--- src/inc/adc_seq_pkg.sv ---
package adc_seq_pkg;
   localparam int unsigned RES_W = 10;
   localparam int unsigned BUF_DEPTH = 4;
   localparam logic [2:0] BUF_FULL = 3'h4;
   // Register indices on the byte-wide register port
   localparam logic [3:0] IDX_RES_HI = 4'h0;
   localparam logic [3:0] IDX_RES_LO = 4'h1;
   localparam logic [3:0] IDX_CTL0 = 4'h2;
   localparam logic [3:0] IDX_CTL1 = 4'h3;
   localparam logic [3:0] IDX_CTL2 = 4'h4;
   localparam logic [3:0] IDX_CTL3 = 4'h5;
   localparam logic [3:0] IDX_CHS = 4'h6;
   localparam logic [3:0] IDX_ANALOG_PIN_SELECT_0 = 4'h7;
   localparam logic [3:0] IDX_ANALOG_PIN_SELECT_1 = 4'h8;
   localparam logic [3:0] IDX_STATUS = 4'h9;
   // Control 0 fields
   localparam int C0_LOOP = 5;
   localparam int C0_MULTI = 4;
   localparam int C0_MODE_HI = 3;
   localparam int C0_MODE_LO = 2;
   localparam int C0_GO = 1;
   localparam int C0_ON = 0;
   localparam logic [7:0] CTL0_STORE_MASK = 8'h3D;
   // Control 1 fields
   localparam int C1_REF_HI = 7;
   localparam int C1_REF_LO = 6;
   localparam int C1_FIFO = 4;
   localparam int C1_EMPTY = 3;
   localparam int C1_OVFL = 2;
   localparam int C1_PTR_HI = 1;
   localparam int C1_PTR_LO = 0;
   // Control 2 fields
   localparam int C2_FMT = 7;
   localparam int C2_ACQ_HI = 6;
   localparam int C2_ACQ_LO = 3;
   localparam int C2_CLK_HI = 2;
   localparam int C2_CLK_LO = 0;
   // Control 3 fields
   localparam int C3_RATE_HI = 7;
   localparam int C3_RATE_LO = 6;
   localparam int C3_TRIG_HI = 4;
   localparam int C3_TRIG_LO = 0;
   localparam int ST_IRQ = 0;
   // Conversion clock: system divisors and the internal RC period
   localparam int unsigned CLK_MHZ = 100;
   localparam int unsigned RC_TAD_NS = 1000;
   localparam logic [6:0] RC_DIV =
      7'((RC_TAD_NS * CLK_MHZ) / 1000 - 1);
   localparam logic [6:0] DIV_2 = 7'h01;
   localparam logic [6:0] DIV_4 = 7'h03;
   localparam logic [6:0] DIV_8 = 7'h07;
   localparam logic [6:0] DIV_16 = 7'h0F;
   localparam logic [6:0] DIV_32 = 7'h1F;
   localparam logic [6:0] DIV_64 = 7'h3F;
   // Interrupt rate thresholds in stored words
   localparam logic [2:0] RATE_1 = 3'h1;
   localparam logic [2:0] RATE_2 = 3'h2;
   localparam logic [2:0] RATE_4 = 3'h4;

   typedef enum logic [4:0] {
      ST_IDLE = 5'h01,
      ST_ACQ = 5'h02,
      ST_SAMP = 5'h04,
      ST_CONV = 5'h08,
      ST_WAIT = 5'h10
   } state_t;

   typedef struct packed {
      logic sample;
      logic [3:0] chan_a;
      logic [3:0] chan_b;
      logic convert;
      logic conv_b;
   } fe_req_t;

   typedef struct packed {
      logic done;
      logic [9:0] data;
   } fe_rsp_t;
endpackage

--- src/rtl/adc_sequence_controller.sv ---
// Implementation choices: the plain strobed port and the register offsets.
`timescale 1ns/100ps
// Behaviour
// - Single-shot runs one sequence, then clears go and sets the flag.
// - Loop mode repeats the sequence; started by go or a trigger.
// - In loop mode the flag is raised at the programmed word rate.
// - Single-channel mode converts one channel of the chosen group.
// - Multi mode 00 samples and converts A then B.
// - Multi mode 01 samples and converts A, B, C, D in turn.
// - Multi mode 10 samples A and B together, converts each.
// - Multi mode 11 pairs A/B, then C/D, each sampled together.
// - Single-channel mode values 00 to 11 pick group A to D.
// - Loop bit at control 0 bit 5, mode field at bits 3:2.
// - Result bytes show the buffer entry at the pointer field.
// - Four-entry circular buffer with empty and overflow bits.
// - Each conversion yields a 10-bit value.
// - Reset clears registers, turns off and aborts conversion.
// - Only the internal RC conversion clock runs during sleep.
// - Groups A{0,4,8} B{1,5} C{2,6} D{3,7}, two-bit select for A, one-bit for B to D.
// - Each converter pin is analog or digital per select registers.
// - Reference field picks supply rails or external references.
module adc_sequence_controller (
   input wire logic clk,
   input wire logic sys_rst,
   input wire logic [3:0] reg_addr,
   input wire logic [7:0] reg_wdata,
   input wire logic reg_wr,
   input wire logic reg_rd,
   output logic [7:0] reg_rdata,
   input wire logic [4:0] trig_events,
   input wire logic sleep_mode,
   output adc_seq_pkg::fe_req_t fe_req,
   input wire adc_seq_pkg::fe_rsp_t fe_rsp,
   output logic [1:0] ref_config,
   output logic [8:0] analog_pin_en,
   output logic converter_on,
   output logic conversion_irq_flag
);

   ////////////////////////////////////////////////////////////////////
   logic [7:0] ctl0_q, ctl0_d, ctl2_q, ctl2_d, ctl3_q, ctl3_d;
   logic [7:0] chs_q, chs_d, analog_pin_select_0_q, analog_pin_select_0_d, rdata_q, rdata_d;
   logic analog_pin_select_1_q, analog_pin_select_1_d, fifo_q, fifo_d, ovfl_q, ovfl_d;
   logic irq_q, irq_d;
   logic [1:0] ref_q, ref_d, ptr_q, ptr_d, wp_q, wp_d;
   logic [2:0] cnt_q, cnt_d;
   logic [9:0] buf_q [adc_seq_pkg::BUF_DEPTH];
   logic [9:0] buf_d [adc_seq_pkg::BUF_DEPTH];
   adc_seq_pkg::state_t state_q, state_d;
   logic [1:0] step_q, step_d;
   logic [6:0] div_q, div_d, div_max;
   logic [3:0] acq_q, acq_d;
   logic [2:0] rate_q, rate_d, rate_max;
   adc_seq_pkg::fe_req_t fe_q, fe_d;
   logic store_ev, irq_ev, tick, rc_sel, wr_ctl0, start, abort;
   logic loop_m, multi, sim, on, need_samp;
   logic [1:0] mode, last_step, group, nstep;
   logic [9:0] cur;

   assign loop_m = ctl0_q[adc_seq_pkg::C0_LOOP];
   assign multi = ctl0_q[adc_seq_pkg::C0_MULTI];
   assign mode = ctl0_q[adc_seq_pkg::C0_MODE_HI:adc_seq_pkg::C0_MODE_LO];
   assign on = ctl0_q[adc_seq_pkg::C0_ON];
   assign sim = multi & mode[1];
   // Two steps for 00/10, four for 01/11, one in single mode
   assign last_step = multi ? {mode[0], 1'b1} : 2'h0;
   assign group = multi ? step_q : mode;
   assign nstep = 2'(step_q + 2'h1);
   // Simultaneous pairs sample once per even step only
   assign need_samp = !sim || !nstep[0];

   // Channel number from group and its select field
   function automatic logic [3:0] chan_of(input logic [1:0] g,
                                          input logic [7:0] chs);
      logic [1:0] sel;
      sel = 2'h0;
      if (g == 2'h0) begin
         sel = (chs[1:0] == 2'h3) ? 2'h0 : chs[1:0];
      end else if (g == 2'h1) begin
         sel = {1'b0, chs[4]};
      end else if (g == 2'h2) begin
         sel = {1'b0, chs[2]};
      end else begin
         sel = {1'b0, chs[6]};
      end
      return {sel, g};
   endfunction

   ////////////////////////////////////////////////////////////////////
   // Conversion clock
   assign rc_sel = ctl2_q[adc_seq_pkg::C2_CLK_LO+1:adc_seq_pkg::C2_CLK_LO]
                   == 2'h3;
   always_comb begin
      div_max = adc_seq_pkg::RC_DIV;
      case (ctl2_q[adc_seq_pkg::C2_CLK_HI:adc_seq_pkg::C2_CLK_LO])
         3'h0: div_max = adc_seq_pkg::DIV_2;
         3'h1: div_max = adc_seq_pkg::DIV_8;
         3'h2: div_max = adc_seq_pkg::DIV_32;
         3'h4: div_max = adc_seq_pkg::DIV_4;
         3'h5: div_max = adc_seq_pkg::DIV_16;
         3'h6: div_max = adc_seq_pkg::DIV_64;
         default: div_max = adc_seq_pkg::RC_DIV;
      endcase
   end
   // System-derived clock stalls in sleep; the RC clock keeps going
   assign tick = (div_q == div_max) && (!sleep_mode || rc_sel);

   always_comb begin
      case (ctl3_q[adc_seq_pkg::C3_RATE_HI:adc_seq_pkg::C3_RATE_LO])
         2'h0: rate_max = adc_seq_pkg::RATE_1;
         2'h1: rate_max = adc_seq_pkg::RATE_2;
         default: rate_max = adc_seq_pkg::RATE_4;
      endcase
   end

   ////////////////////////////////////////////////////////////////////
   // Sequencer
   assign wr_ctl0 = reg_wr && (reg_addr == adc_seq_pkg::IDX_CTL0);
   assign start = (state_q == adc_seq_pkg::ST_IDLE) && on
      && ((wr_ctl0 && reg_wdata[adc_seq_pkg::C0_GO]
           && reg_wdata[adc_seq_pkg::C0_ON])
          || (loop_m && |(trig_events & ctl3_q[adc_seq_pkg::C3_TRIG_HI:
                                               adc_seq_pkg::C3_TRIG_LO])));
   // Clearing go or on stops the sequence at once
   assign abort = !on || (wr_ctl0 && (!reg_wdata[adc_seq_pkg::C0_GO]
                                      || !reg_wdata[adc_seq_pkg::C0_ON]));

   always_comb begin
      state_d = state_q;
      step_d = step_q;
      acq_d = acq_q;
      rate_d = rate_q;
      div_d = (tick || state_q == adc_seq_pkg::ST_IDLE) ? 7'h00
              : 7'(div_q + 7'h01);
      if (sleep_mode && !rc_sel) begin
         div_d = div_q;
      end
      fe_d = fe_q;
      fe_d.sample = 1'b0;
      fe_d.convert = 1'b0;
      store_ev = 1'b0;
      irq_ev = 1'b0;
      case (state_q)
         adc_seq_pkg::ST_IDLE: begin
            if (start) begin
               state_d = adc_seq_pkg::ST_ACQ;
               step_d = 2'h0;
               acq_d = 4'h0;
               rate_d = 3'h0;
            end
         end
         adc_seq_pkg::ST_ACQ: begin
            if (tick) begin
               if (acq_q == ctl2_q[adc_seq_pkg::C2_ACQ_HI:
                                   adc_seq_pkg::C2_ACQ_LO]) begin
                  state_d = adc_seq_pkg::ST_SAMP;
               end else begin
                  acq_d = 4'(acq_q + 4'h1);
               end
            end
         end
         adc_seq_pkg::ST_SAMP: begin
            if (tick) begin
               fe_d.sample = 1'b1;
               if (sim) begin
                  fe_d.chan_a = chan_of({step_q[1], 1'b0}, chs_q);
                  fe_d.chan_b = chan_of({step_q[1], 1'b1}, chs_q);
               end else begin
                  fe_d.chan_a = chan_of(group, chs_q);
                  fe_d.chan_b = fe_q.chan_b;
               end
               state_d = adc_seq_pkg::ST_CONV;
            end
         end
         adc_seq_pkg::ST_CONV: begin
            if (tick) begin
               fe_d.convert = 1'b1;
               fe_d.conv_b = sim && step_q[0];
               state_d = adc_seq_pkg::ST_WAIT;
            end
         end
         adc_seq_pkg::ST_WAIT: begin
            if (fe_rsp.done) begin
               store_ev = 1'b1;
               rate_d = 3'(rate_q + 3'h1);
               if (loop_m && rate_d == rate_max) begin
                  irq_ev = 1'b1;
                  rate_d = 3'h0;
               end
               if (step_q != last_step) begin
                  step_d = nstep;
                  acq_d = 4'h0;
                  state_d = need_samp ? adc_seq_pkg::ST_ACQ
                            : adc_seq_pkg::ST_CONV;
               end else if (loop_m) begin
                  step_d = 2'h0;
                  acq_d = 4'h0;
                  state_d = adc_seq_pkg::ST_ACQ;
               end else begin
                  irq_ev = 1'b1;
                  state_d = adc_seq_pkg::ST_IDLE;
               end
            end
         end
         default: state_d = adc_seq_pkg::ST_IDLE;
      endcase
      if (abort && state_q != adc_seq_pkg::ST_IDLE) begin
         state_d = adc_seq_pkg::ST_IDLE;
         store_ev = 1'b0;
         irq_ev = 1'b0;
      end
   end

   always_ff @(posedge clk) begin
      if (sys_rst) begin
         state_q <= adc_seq_pkg::ST_IDLE;
         step_q <= 2'h0;
         acq_q <= 4'h0;
         rate_q <= 3'h0;
         div_q <= 7'h00;
         fe_q <= '0;
      end else begin
         state_q <= state_d;
         step_q <= step_d;
         acq_q <= acq_d;
         rate_q <= rate_d;
         div_q <= div_d;
         fe_q <= fe_d;
      end
   end

   ////////////////////////////////////////////////////////////////////
   // Registers and result buffer
   assign cur = buf_q[ptr_q];
   always_comb begin
      ctl0_d = ctl0_q;
      ctl2_d = ctl2_q;
      ctl3_d = ctl3_q;
      chs_d = chs_q;
      analog_pin_select_0_d = analog_pin_select_0_q;
      analog_pin_select_1_d = analog_pin_select_1_q;
      fifo_d = fifo_q;
      ref_d = ref_q;
      ptr_d = ptr_q;
      ovfl_d = ovfl_q;
      irq_d = irq_q;
      cnt_d = cnt_q;
      wp_d = wp_q;
      buf_d = buf_q;
      rdata_d = 8'h00;
      if (reg_wr) begin
         if (reg_addr == adc_seq_pkg::IDX_CTL0) begin
            ctl0_d = reg_wdata & adc_seq_pkg::CTL0_STORE_MASK;
         end else if (reg_addr == adc_seq_pkg::IDX_CTL1) begin
            ref_d = reg_wdata[adc_seq_pkg::C1_REF_HI:
                              adc_seq_pkg::C1_REF_LO];
            fifo_d = reg_wdata[adc_seq_pkg::C1_FIFO];
            ptr_d = reg_wdata[adc_seq_pkg::C1_PTR_HI:
                              adc_seq_pkg::C1_PTR_LO];
            ovfl_d = ovfl_q & reg_wdata[adc_seq_pkg::C1_OVFL];
         end else if (reg_addr == adc_seq_pkg::IDX_CTL2) begin
            ctl2_d = reg_wdata;
         end else if (reg_addr == adc_seq_pkg::IDX_CTL3) begin
            ctl3_d = reg_wdata;
         end else if (reg_addr == adc_seq_pkg::IDX_CHS) begin
            chs_d = reg_wdata;
         end else if (reg_addr == adc_seq_pkg::IDX_ANALOG_PIN_SELECT_0) begin
            analog_pin_select_0_d = reg_wdata;
         end else if (reg_addr == adc_seq_pkg::IDX_ANALOG_PIN_SELECT_1) begin
            analog_pin_select_1_d = reg_wdata[0];
         end else if (reg_addr == adc_seq_pkg::IDX_STATUS) begin
            irq_d = irq_q & reg_wdata[adc_seq_pkg::ST_IRQ];
         end
      end
      if (reg_rd) begin
         if (reg_addr == adc_seq_pkg::IDX_RES_HI) begin
            rdata_d = ctl2_q[adc_seq_pkg::C2_FMT] ? {6'h00, cur[9:8]}
                      : cur[9:2];
         end else if (reg_addr == adc_seq_pkg::IDX_RES_LO) begin
            rdata_d = ctl2_q[adc_seq_pkg::C2_FMT] ? cur[7:0]
                      : {cur[1:0], 6'h00};
            // Low-byte read pops the entry so the buffer can drain
            if (cnt_q != 3'h0) begin
               cnt_d = 3'(cnt_q - 3'h1);
            end
            if (fifo_q) begin
               ptr_d = 2'(ptr_q + 2'h1);
            end
         end else if (reg_addr == adc_seq_pkg::IDX_CTL0) begin
            rdata_d = ctl0_q;
            rdata_d[adc_seq_pkg::C0_GO] =
               (state_q != adc_seq_pkg::ST_IDLE);
         end else if (reg_addr == adc_seq_pkg::IDX_CTL1) begin
            rdata_d = {ref_q, 1'b0, fifo_q, cnt_q == 3'h0, ovfl_q, ptr_q};
         end else if (reg_addr == adc_seq_pkg::IDX_CTL2) begin
            rdata_d = ctl2_q;
         end else if (reg_addr == adc_seq_pkg::IDX_CTL3) begin
            rdata_d = ctl3_q;
         end else if (reg_addr == adc_seq_pkg::IDX_CHS) begin
            rdata_d = chs_q;
         end else if (reg_addr == adc_seq_pkg::IDX_ANALOG_PIN_SELECT_0) begin
            rdata_d = analog_pin_select_0_q;
         end else if (reg_addr == adc_seq_pkg::IDX_ANALOG_PIN_SELECT_1) begin
            rdata_d = {7'h00, analog_pin_select_1_q};
         end else if (reg_addr == adc_seq_pkg::IDX_STATUS) begin
            rdata_d = {7'h00, irq_q};
         end
      end
      // Hardware sets win over a software clear in the same cycle
      if (store_ev) begin
         buf_d[wp_q] = fe_rsp.data;
         wp_d = 2'(wp_q + 2'h1);
         if (cnt_q == adc_seq_pkg::BUF_FULL) begin
            ovfl_d = 1'b1;
         end else begin
            cnt_d = 3'(cnt_d + 3'h1);
         end
      end
      if (irq_ev) begin
         irq_d = 1'b1;
      end
   end

   always_ff @(posedge clk) begin
      if (sys_rst) begin
         ctl0_q <= 8'h00;
         ctl2_q <= 8'h00;
         ctl3_q <= 8'h00;
         chs_q <= 8'h00;
         analog_pin_select_0_q <= 8'h00;
         analog_pin_select_1_q <= 1'b0;
         fifo_q <= 1'b0;
         ref_q <= 2'h0;
         ptr_q <= 2'h0;
         ovfl_q <= 1'b0;
         irq_q <= 1'b0;
         cnt_q <= 3'h0;
         wp_q <= 2'h0;
         rdata_q <= 8'h00;
         for (int i = 0; i < adc_seq_pkg::BUF_DEPTH; i++) begin
            buf_q[i] <= 10'h000;
         end
      end else begin
         ctl0_q <= ctl0_d;
         ctl2_q <= ctl2_d;
         ctl3_q <= ctl3_d;
         chs_q <= chs_d;
         analog_pin_select_0_q <= analog_pin_select_0_d;
         analog_pin_select_1_q <= analog_pin_select_1_d;
         fifo_q <= fifo_d;
         ref_q <= ref_d;
         ptr_q <= ptr_d;
         ovfl_q <= ovfl_d;
         irq_q <= irq_d;
         cnt_q <= cnt_d;
         wp_q <= wp_d;
         rdata_q <= rdata_d;
         buf_q <= buf_d;
      end
   end

   assign reg_rdata = rdata_q;
   assign fe_req = fe_q;
   assign ref_config = ref_q;
   assign analog_pin_en = {analog_pin_select_1_q, analog_pin_select_0_q};
   assign converter_on = on;
   assign conversion_irq_flag = irq_q;
endmodule

--- config.mk ---
export PLATFORM = sky130hd
export DESIGN_NAME = adc_sequence_controller
export DESIGN_NICKNAME = d
export VERILOG_FILES = /design/src/inc/adc_seq_pkg.sv /design/src/rtl/adc_sequence_controller.sv
export SDC_FILE = /design/constraint.sdc
export NUM_CORES = 1
export LEC_CHECK = 0
export BUFFER_PORTS_ARGS = -buffer_cell sky130_fd_sc_hd__buf_2
export CORE_ASPECT_RATIO = 0.6
export CORE_UTILIZATION = 50
export CTS_CLUSTER_DIAMETER = 60
export DETAILED_ROUTE_END_ITERATION = 12
export PLACE_DENSITY = 0.72
export SYNTH_ARGS = -nofsm -noshare
export SYNTH_HDL_FRONTEND = slang
export SYNTH_SLANG_ARGS = --single-unit
--- constraint.sdc ---
create_clock -name clk -period 7.3 [get_ports clk]
set_clock_uncertainty 0.2 [all_clocks]
set_input_delay 1.095 -clock clk [delete_from_list [all_inputs] [get_ports clk]]
set_output_delay 1.095 -clock clk [all_outputs]
set_load 0.1 [all_outputs]
Yosys cells after proc, flatten, opt, wreduce, memory -nomap -nowiden
Cells that the tools add are included.
Word-level totals
  register bits after elaboration: 130
  bits of input ports: 33
  word-level logic and storage cells: 250
Cells by class
  $add $sub $neg: 8
  order comparisons: 3
  eq/ne operators: 45
  muxes and demuxes: 95
  bitwise logic cells: 15
  reductions and logical operators: 56
Operators by type and width (number)
  2-to-1 mux 8 bit: 11
  case mux 7 bit (6 select lines): 1
  bitwise mux 40 bit: 1
  2-to-1 mux 2 bit: 19
  2-to-1 mux 4 bit: 8
  2-to-1 mux 10 bit: 3
  2-to-1 mux 5 bit: 6
  2-to-1 mux 1 bit: 28
  inequality test 2 bit (second input constant): 14
  2-to-1 mux 3 bit: 9
  case mux 5 bit (5 select lines): 1
  binary-select mux 10 bit (select 2 bit): 1
  demux 10 bit (select 2 bit): 1
  AND reduction 6 bit: 3
  == test 4 x 3 -> 1 bit (second input constant): 4
  logical AND 1 bit: 13
  == test 3 bit (second input constant): 4
  case mux 3 bit (2 select lines): 2
  case mux 4 bit (3 select lines): 1
  2-to-1 mux 9 bit: 1
  inverter 1 bit: 9
  AND reduction 3 bit: 3
  AND reduction 9 bit: 1
  == test 4 x 2 -> 1 bit (second input constant): 2
  43 further kinds: 76

Depth between registers and ports, before layout
  depth after elaboration: 12
  mapped depth: 10
  mapped depth without buffers: 10

Worst setup path after synthesis
No wires, ideal clock.
  path type: in2reg
  from: input reg_addr[3]
  to: register wp_q[1]
  setup time: 0.128 ns
  arrival time: 2.923 ns
  path slack: 4.049 ns
  stages on the path: 8
  buffers on the path: 3
  cells stage by stage: clkbuf_1 nor4b_2 a21boi_0 o211a_1 clkbuf_1 clkbuf_1 a21oi_1 nor2_1
Between the ends
  cells in the longest elaborated chain, start to end: 6
Ends and longest elaborated chain
  start: declaration: line adc_sequence_controller.sv:25  | input wire logic [3:0] reg_addr,
  == test 4 x 2 -> 1 bit: line adc_sequence_controller.sv:118  | assign wr_ctl0 = reg_wr && (reg_addr == adc_seq_pkg::IDX_CTL0);
  logical AND 1 bit: line adc_sequence_controller.sv:118
  logical AND 1 bit: line adc_sequence_controller.sv:125  | assign abort = !on || (wr_ctl0 && (!reg_wdata[adc_seq_pkg::C0_GO]
  logical OR 1 bit: line adc_sequence_controller.sv:125
  logical AND 1 bit: line adc_sequence_controller.sv:207  | if (abort && state_q != adc_seq_pkg::ST_IDLE) begin
  2-to-1 mux 1 bit: line adc_sequence_controller.sv:207
  end signal: assignment: line adc_sequence_controller.sv:356  | wp_q <= wp_d;
  end: declaration: line adc_sequence_controller.sv:45  | logic [1:0] ref_q, ref_d, ptr_q, ptr_d, wp_q, wp_d;
Every way passes these cells.
A chain may end at the register's enable or synchronous reset.

Worst setup path after layout
  from: input reg_addr[0]
  to: register buf_q[7] in the netlist's numbering
Between the ends
  cells in the longest elaborated chain, start to end: 6
Ends and longest elaborated chain
  == test 4 x 2 -> 1 bit: line adc_sequence_controller.sv:118
  logical AND 1 bit: line adc_sequence_controller.sv:118
  logical AND 1 bit: line adc_sequence_controller.sv:125
  logical OR 1 bit: line adc_sequence_controller.sv:125
  logical AND 1 bit: line adc_sequence_controller.sv:207
  2-to-1 mux 1 bit: line adc_sequence_controller.sv:207
  end signal: assignment: line adc_sequence_controller.sv:358  | buf_q <= buf_d;
  end: declaration: line adc_sequence_controller.sv:47  | logic [9:0] buf_q [adc_seq_pkg::BUF_DEPTH];
Every way passes these cells.

==> impl_results.md <==
- Seq/Total Area, Yosys: about two fifths
- Largest net degree at the start of global routing: 104
- Depth of the worst register-to-register path: 8
- TritonCTS Sinks: 129
- Detailed-route DRC error count: 0
- Period utilization: between 50% and 60%
- I/O Buffers: 63
- Setup crit end kind: register
- Primary FF master, synth: dfxtp_1
- FF-to-FF End: acq_q[3]
- Slew @ Worst Pin: approximately 1.1 ns
- Max transition margin: between 20% and 30%
- Crit-path max FO: 50
- Syn_area_per_cell: slightly below 9 um^2
- Status: finished clean
- Die W: 148 um
- # setup viols final: 0
- CTS root buf: clkbuf_16
- Initial antenna violation count: 0
- Finished Layout Cells: 958
- Die height: around 90 um
- Placement Rows: 31
- HP Class: reg -> reg
- Number of synthesized flops with an enable pin: 0
- Gr usage total: roughly 28%
- Initial Utilization: roughly 52%
- Via count: about 5800
- WHS Endpoint: fe_req[2]
- Xor/xnor cell area share of the yosys netlist: around 2.3%
- Gr ovfl total: 0
- Total CTS buffers: 17
- RSZ-0062 raised after global routing: no
- DIE AREA: about 0.013 mm^2
- Final wirelength: roughly 18 mm
- Max Slew Vio Count: 0
- Ys Warns: 0
- Drt via density: 6.07
- Hold-fix buffers, CTS: 0
- DR iter-0 viols: between 600 and 700
- Critical Path AT: about 3.8 ns
- Cell taking the most area after synthesis: dfxtp_1
- Reg-to-reg setup timing slack: 4.14 ns
- Placed wire-length estimate: 12.9 mm
- CP Data Required Time: roughly 7.4 ns
- Critical Path Start: reg_addr[0]
- Global-route wire length before repair: 28.8 mm
- Synth Area in Compound Gates: ~15%
- Synthesized-area fraction occupied by adder cells: under 10%
- Worst-path clk slew: 0.06 ns
- CP Launch Type: primary input
- Max Fclk: about 0.27 GHz
- Top Ports: between 60 and 70
- Synth Cell Area: between 0.006 and 0.007 mm^2
- Vias in the first global route: between 5000 and 6000
- Top cells by area, synth: dfxtp_1, mux2i_1, a21oi_1
- Post-synthesis mux area share: 14.5%
- Drt first pass iters: 9
- Min cycle time layout: between 3 and 4 ns
- Fin nets: approximately 830
- Post-CTS setup buffer count: 0
- FF-to-FF Start: ctl2_q[1]
- Largest family of logic cells by synthesized area: simple AND/OR/NAND/NOR gates
- Synth-to-Final Area Change: 16.0%
- Crit Path Class: in -> reg
- Cells after DPL: between 900 and 1000
- Max-cap violation count: 0
- Async set-reset flop share out of synthesis: 0%
- Synth cell types: 64
- Core region area: 0.0123 mm^2
- #FFs+latches synth: approximately 130
- Hold depth: 2
- Leak Pwr: about 0.0029 uW
- Setup TNS: 0 ns
- Max VDD drop: approximately 0.14 mV
- H-tree depth: 4
- Cts repair resizes: 0
- DR WL/cell: between 15 and 20 um
- Hold Startpoint: fe_req[2]
- Power per cell area: between 200 and 300 mW/mm^2
- Number of diodes: 0
- Post-synthesis simple-gate area fraction: around 22%
- Post-DRT Antenna Nets: 0
- CTS tree: yes
- Routability cong.: between 0.9 and 1
- WHS: ~0.24 ns
- Cell area after layout: between 0.007 and 0.008 mm^2
- Syn Nets: a little under 800
- Longest Clk Path Bufs: 2
- Cell count after synthesis: 740
- Final Hold Viols: 0
- Synth top area share: between 40 and 50%
- Later-pin clock latency in the skew report: between 0.4 and 0.5 ns
- Layout cells sized above 1: between 10% and 20%
- Placed inst area: approximately 0.0068 mm^2
- Filler Cells Inserted: between 1000 and 1500
-- kinds of logic (layout without fill, tap and decap cells) --
group	after synthesis	in the layout
muxes	72	72
AOI/OAI and AO/OA	154	154
adders and majority gates	14	14
xor gates and xnor gates	17	17
and+or+nand+nor	294	294
DFF	129	129
other	1	1
buffers and inverters	59	112
-- how the worst max path moves through the flow --
stage	to	slack [ns]	cells after the start
after global placement	buf_q[18]	3.44	8
after CTS	buf_q[7]	3.71	8
after detailed placement	cnt_q[1]	3.28	8
after floorplan	wp_q[1]	4.05	8
after global routing	buf_q[18]	3.42	8
final	buf_q[7]	3.61	8
-- stage by stage --
stage                     setup WS (ns)  total power [uW]  utilization [%]
after detailed placement           3.28               917             55.2
after global placement             3.44               912             55.2
after CTS                          3.71              1870             60.6
after global routing               3.42              1920             60.6
after floorplan                    4.05               863                -
final                              3.61              1870             60.6
-- state kept, by name (all words and copies together) (netlist names), 2 cells and up --
register and cells:
wp_q 2, step_q 2, chs_q 8, reg_rdata 8
buf_q 40, analog_pin_select_0_q 8, ctl3_q 8, ptr_q 2
acq_q 4, ctl2_q 8, cnt_q 3, ctl0_q 5
div_q 7, ref_config 2, state_q 5, fe_req 10
rate_q 3
-- where the power goes --
group	total [uW]	internal, uW	switching, uW
clock	955	642	313
sequential	726	714	12.3
combinational	185	53.3	131
total	1870	1410	456
-- synth_stat cells (all sizes together), types with 5 or more instances --
| library cell | n |
|---|---|
| a21oi | 79 |
| clkbuf | 36 |
| mux4 | 16 |
| a22oi | 7 |
| xnor2 | 5 |
| nand3 | 58 |
| ha | 14 |
| nor3 | 9 |
| nor2b | 5 |
| nand2 | 91 |
| buf | 8 |
| o211ai | 5 |
| mux2i | 52 |
| nand3b | 7 |
| nor2 | 79 |
| dfxtp | 129 |
| inv | 15 |
| and3 | 6 |
| o21ai | 19 |
| or3 | 5 |
| xor2 | 12 |
| nand2b | 8 |
-- critical path, stage by stage --
cell	delay, ns
buf_2	0.31
nor4b_2	0.74
a21boi_0	0.34
o211a_1	0.29
buf_4	0.27
nand2_1	0.43
nand2_1	0.12
a21oi_1	0.19
-- per-layer routing --
metal | track usage, % | wire (um) | up-vias
li1 | - | - | 2730
met1 | 41.9 | 8490 | 2776
met2 | 38.4 | 7610 | 279
met3 | 7.41 | 1810 | 26
met4 | 9.28 | 236 | 0
met5 | 0 | 0 | -
-- cell type report --
| type | instances | area, um^2 | area share [%] |
|---|---|---|---|
| Clock inverter | 9 | 176 | 2.37 |
| Sequential cell | 129 | 2580 | 34.6 |
| Timing Repair Buffer | 65 | 333 | 4.47 |
| Inverter | 15 | 56.3 | 0.755 |
| Multi-Input combinational cell | 552 | 3610 | 48.4 |
| Tap cell | 165 | 206 | 2.77 |
| Clock buffer | 23 | 488 | 6.55 |
-- placed cells by master (no fill, tap or decap), types with 4 or more instances in the layout --
cell type / n
dfxtp_1: 129
nand2_1: 90
nor2_1: 79
a21oi_1: 79
buf_2: 62
nand3_1: 57
mux2i_1: 52
o21ai_0: 19
clkbuf_16: 17
inv_1: 15
mux4_2: 15
ha_1: 14
xor2_1: 12
nor3_1: 8
nand2b_1: 8
a22oi_1: 7
nand3b_1: 7
and3_1: 6
nor2b_1: 5
xnor2_1: 5
or3_1: 5
o211ai_1: 5
bufinv_16: 5
a21o_1: 4
a31oi_1: 4
nor4_1: 4
a221oi_1: 4
mux2_2: 4
clkbuf_8: 4
Note: power is estimated with default switching activity, not from simulation.
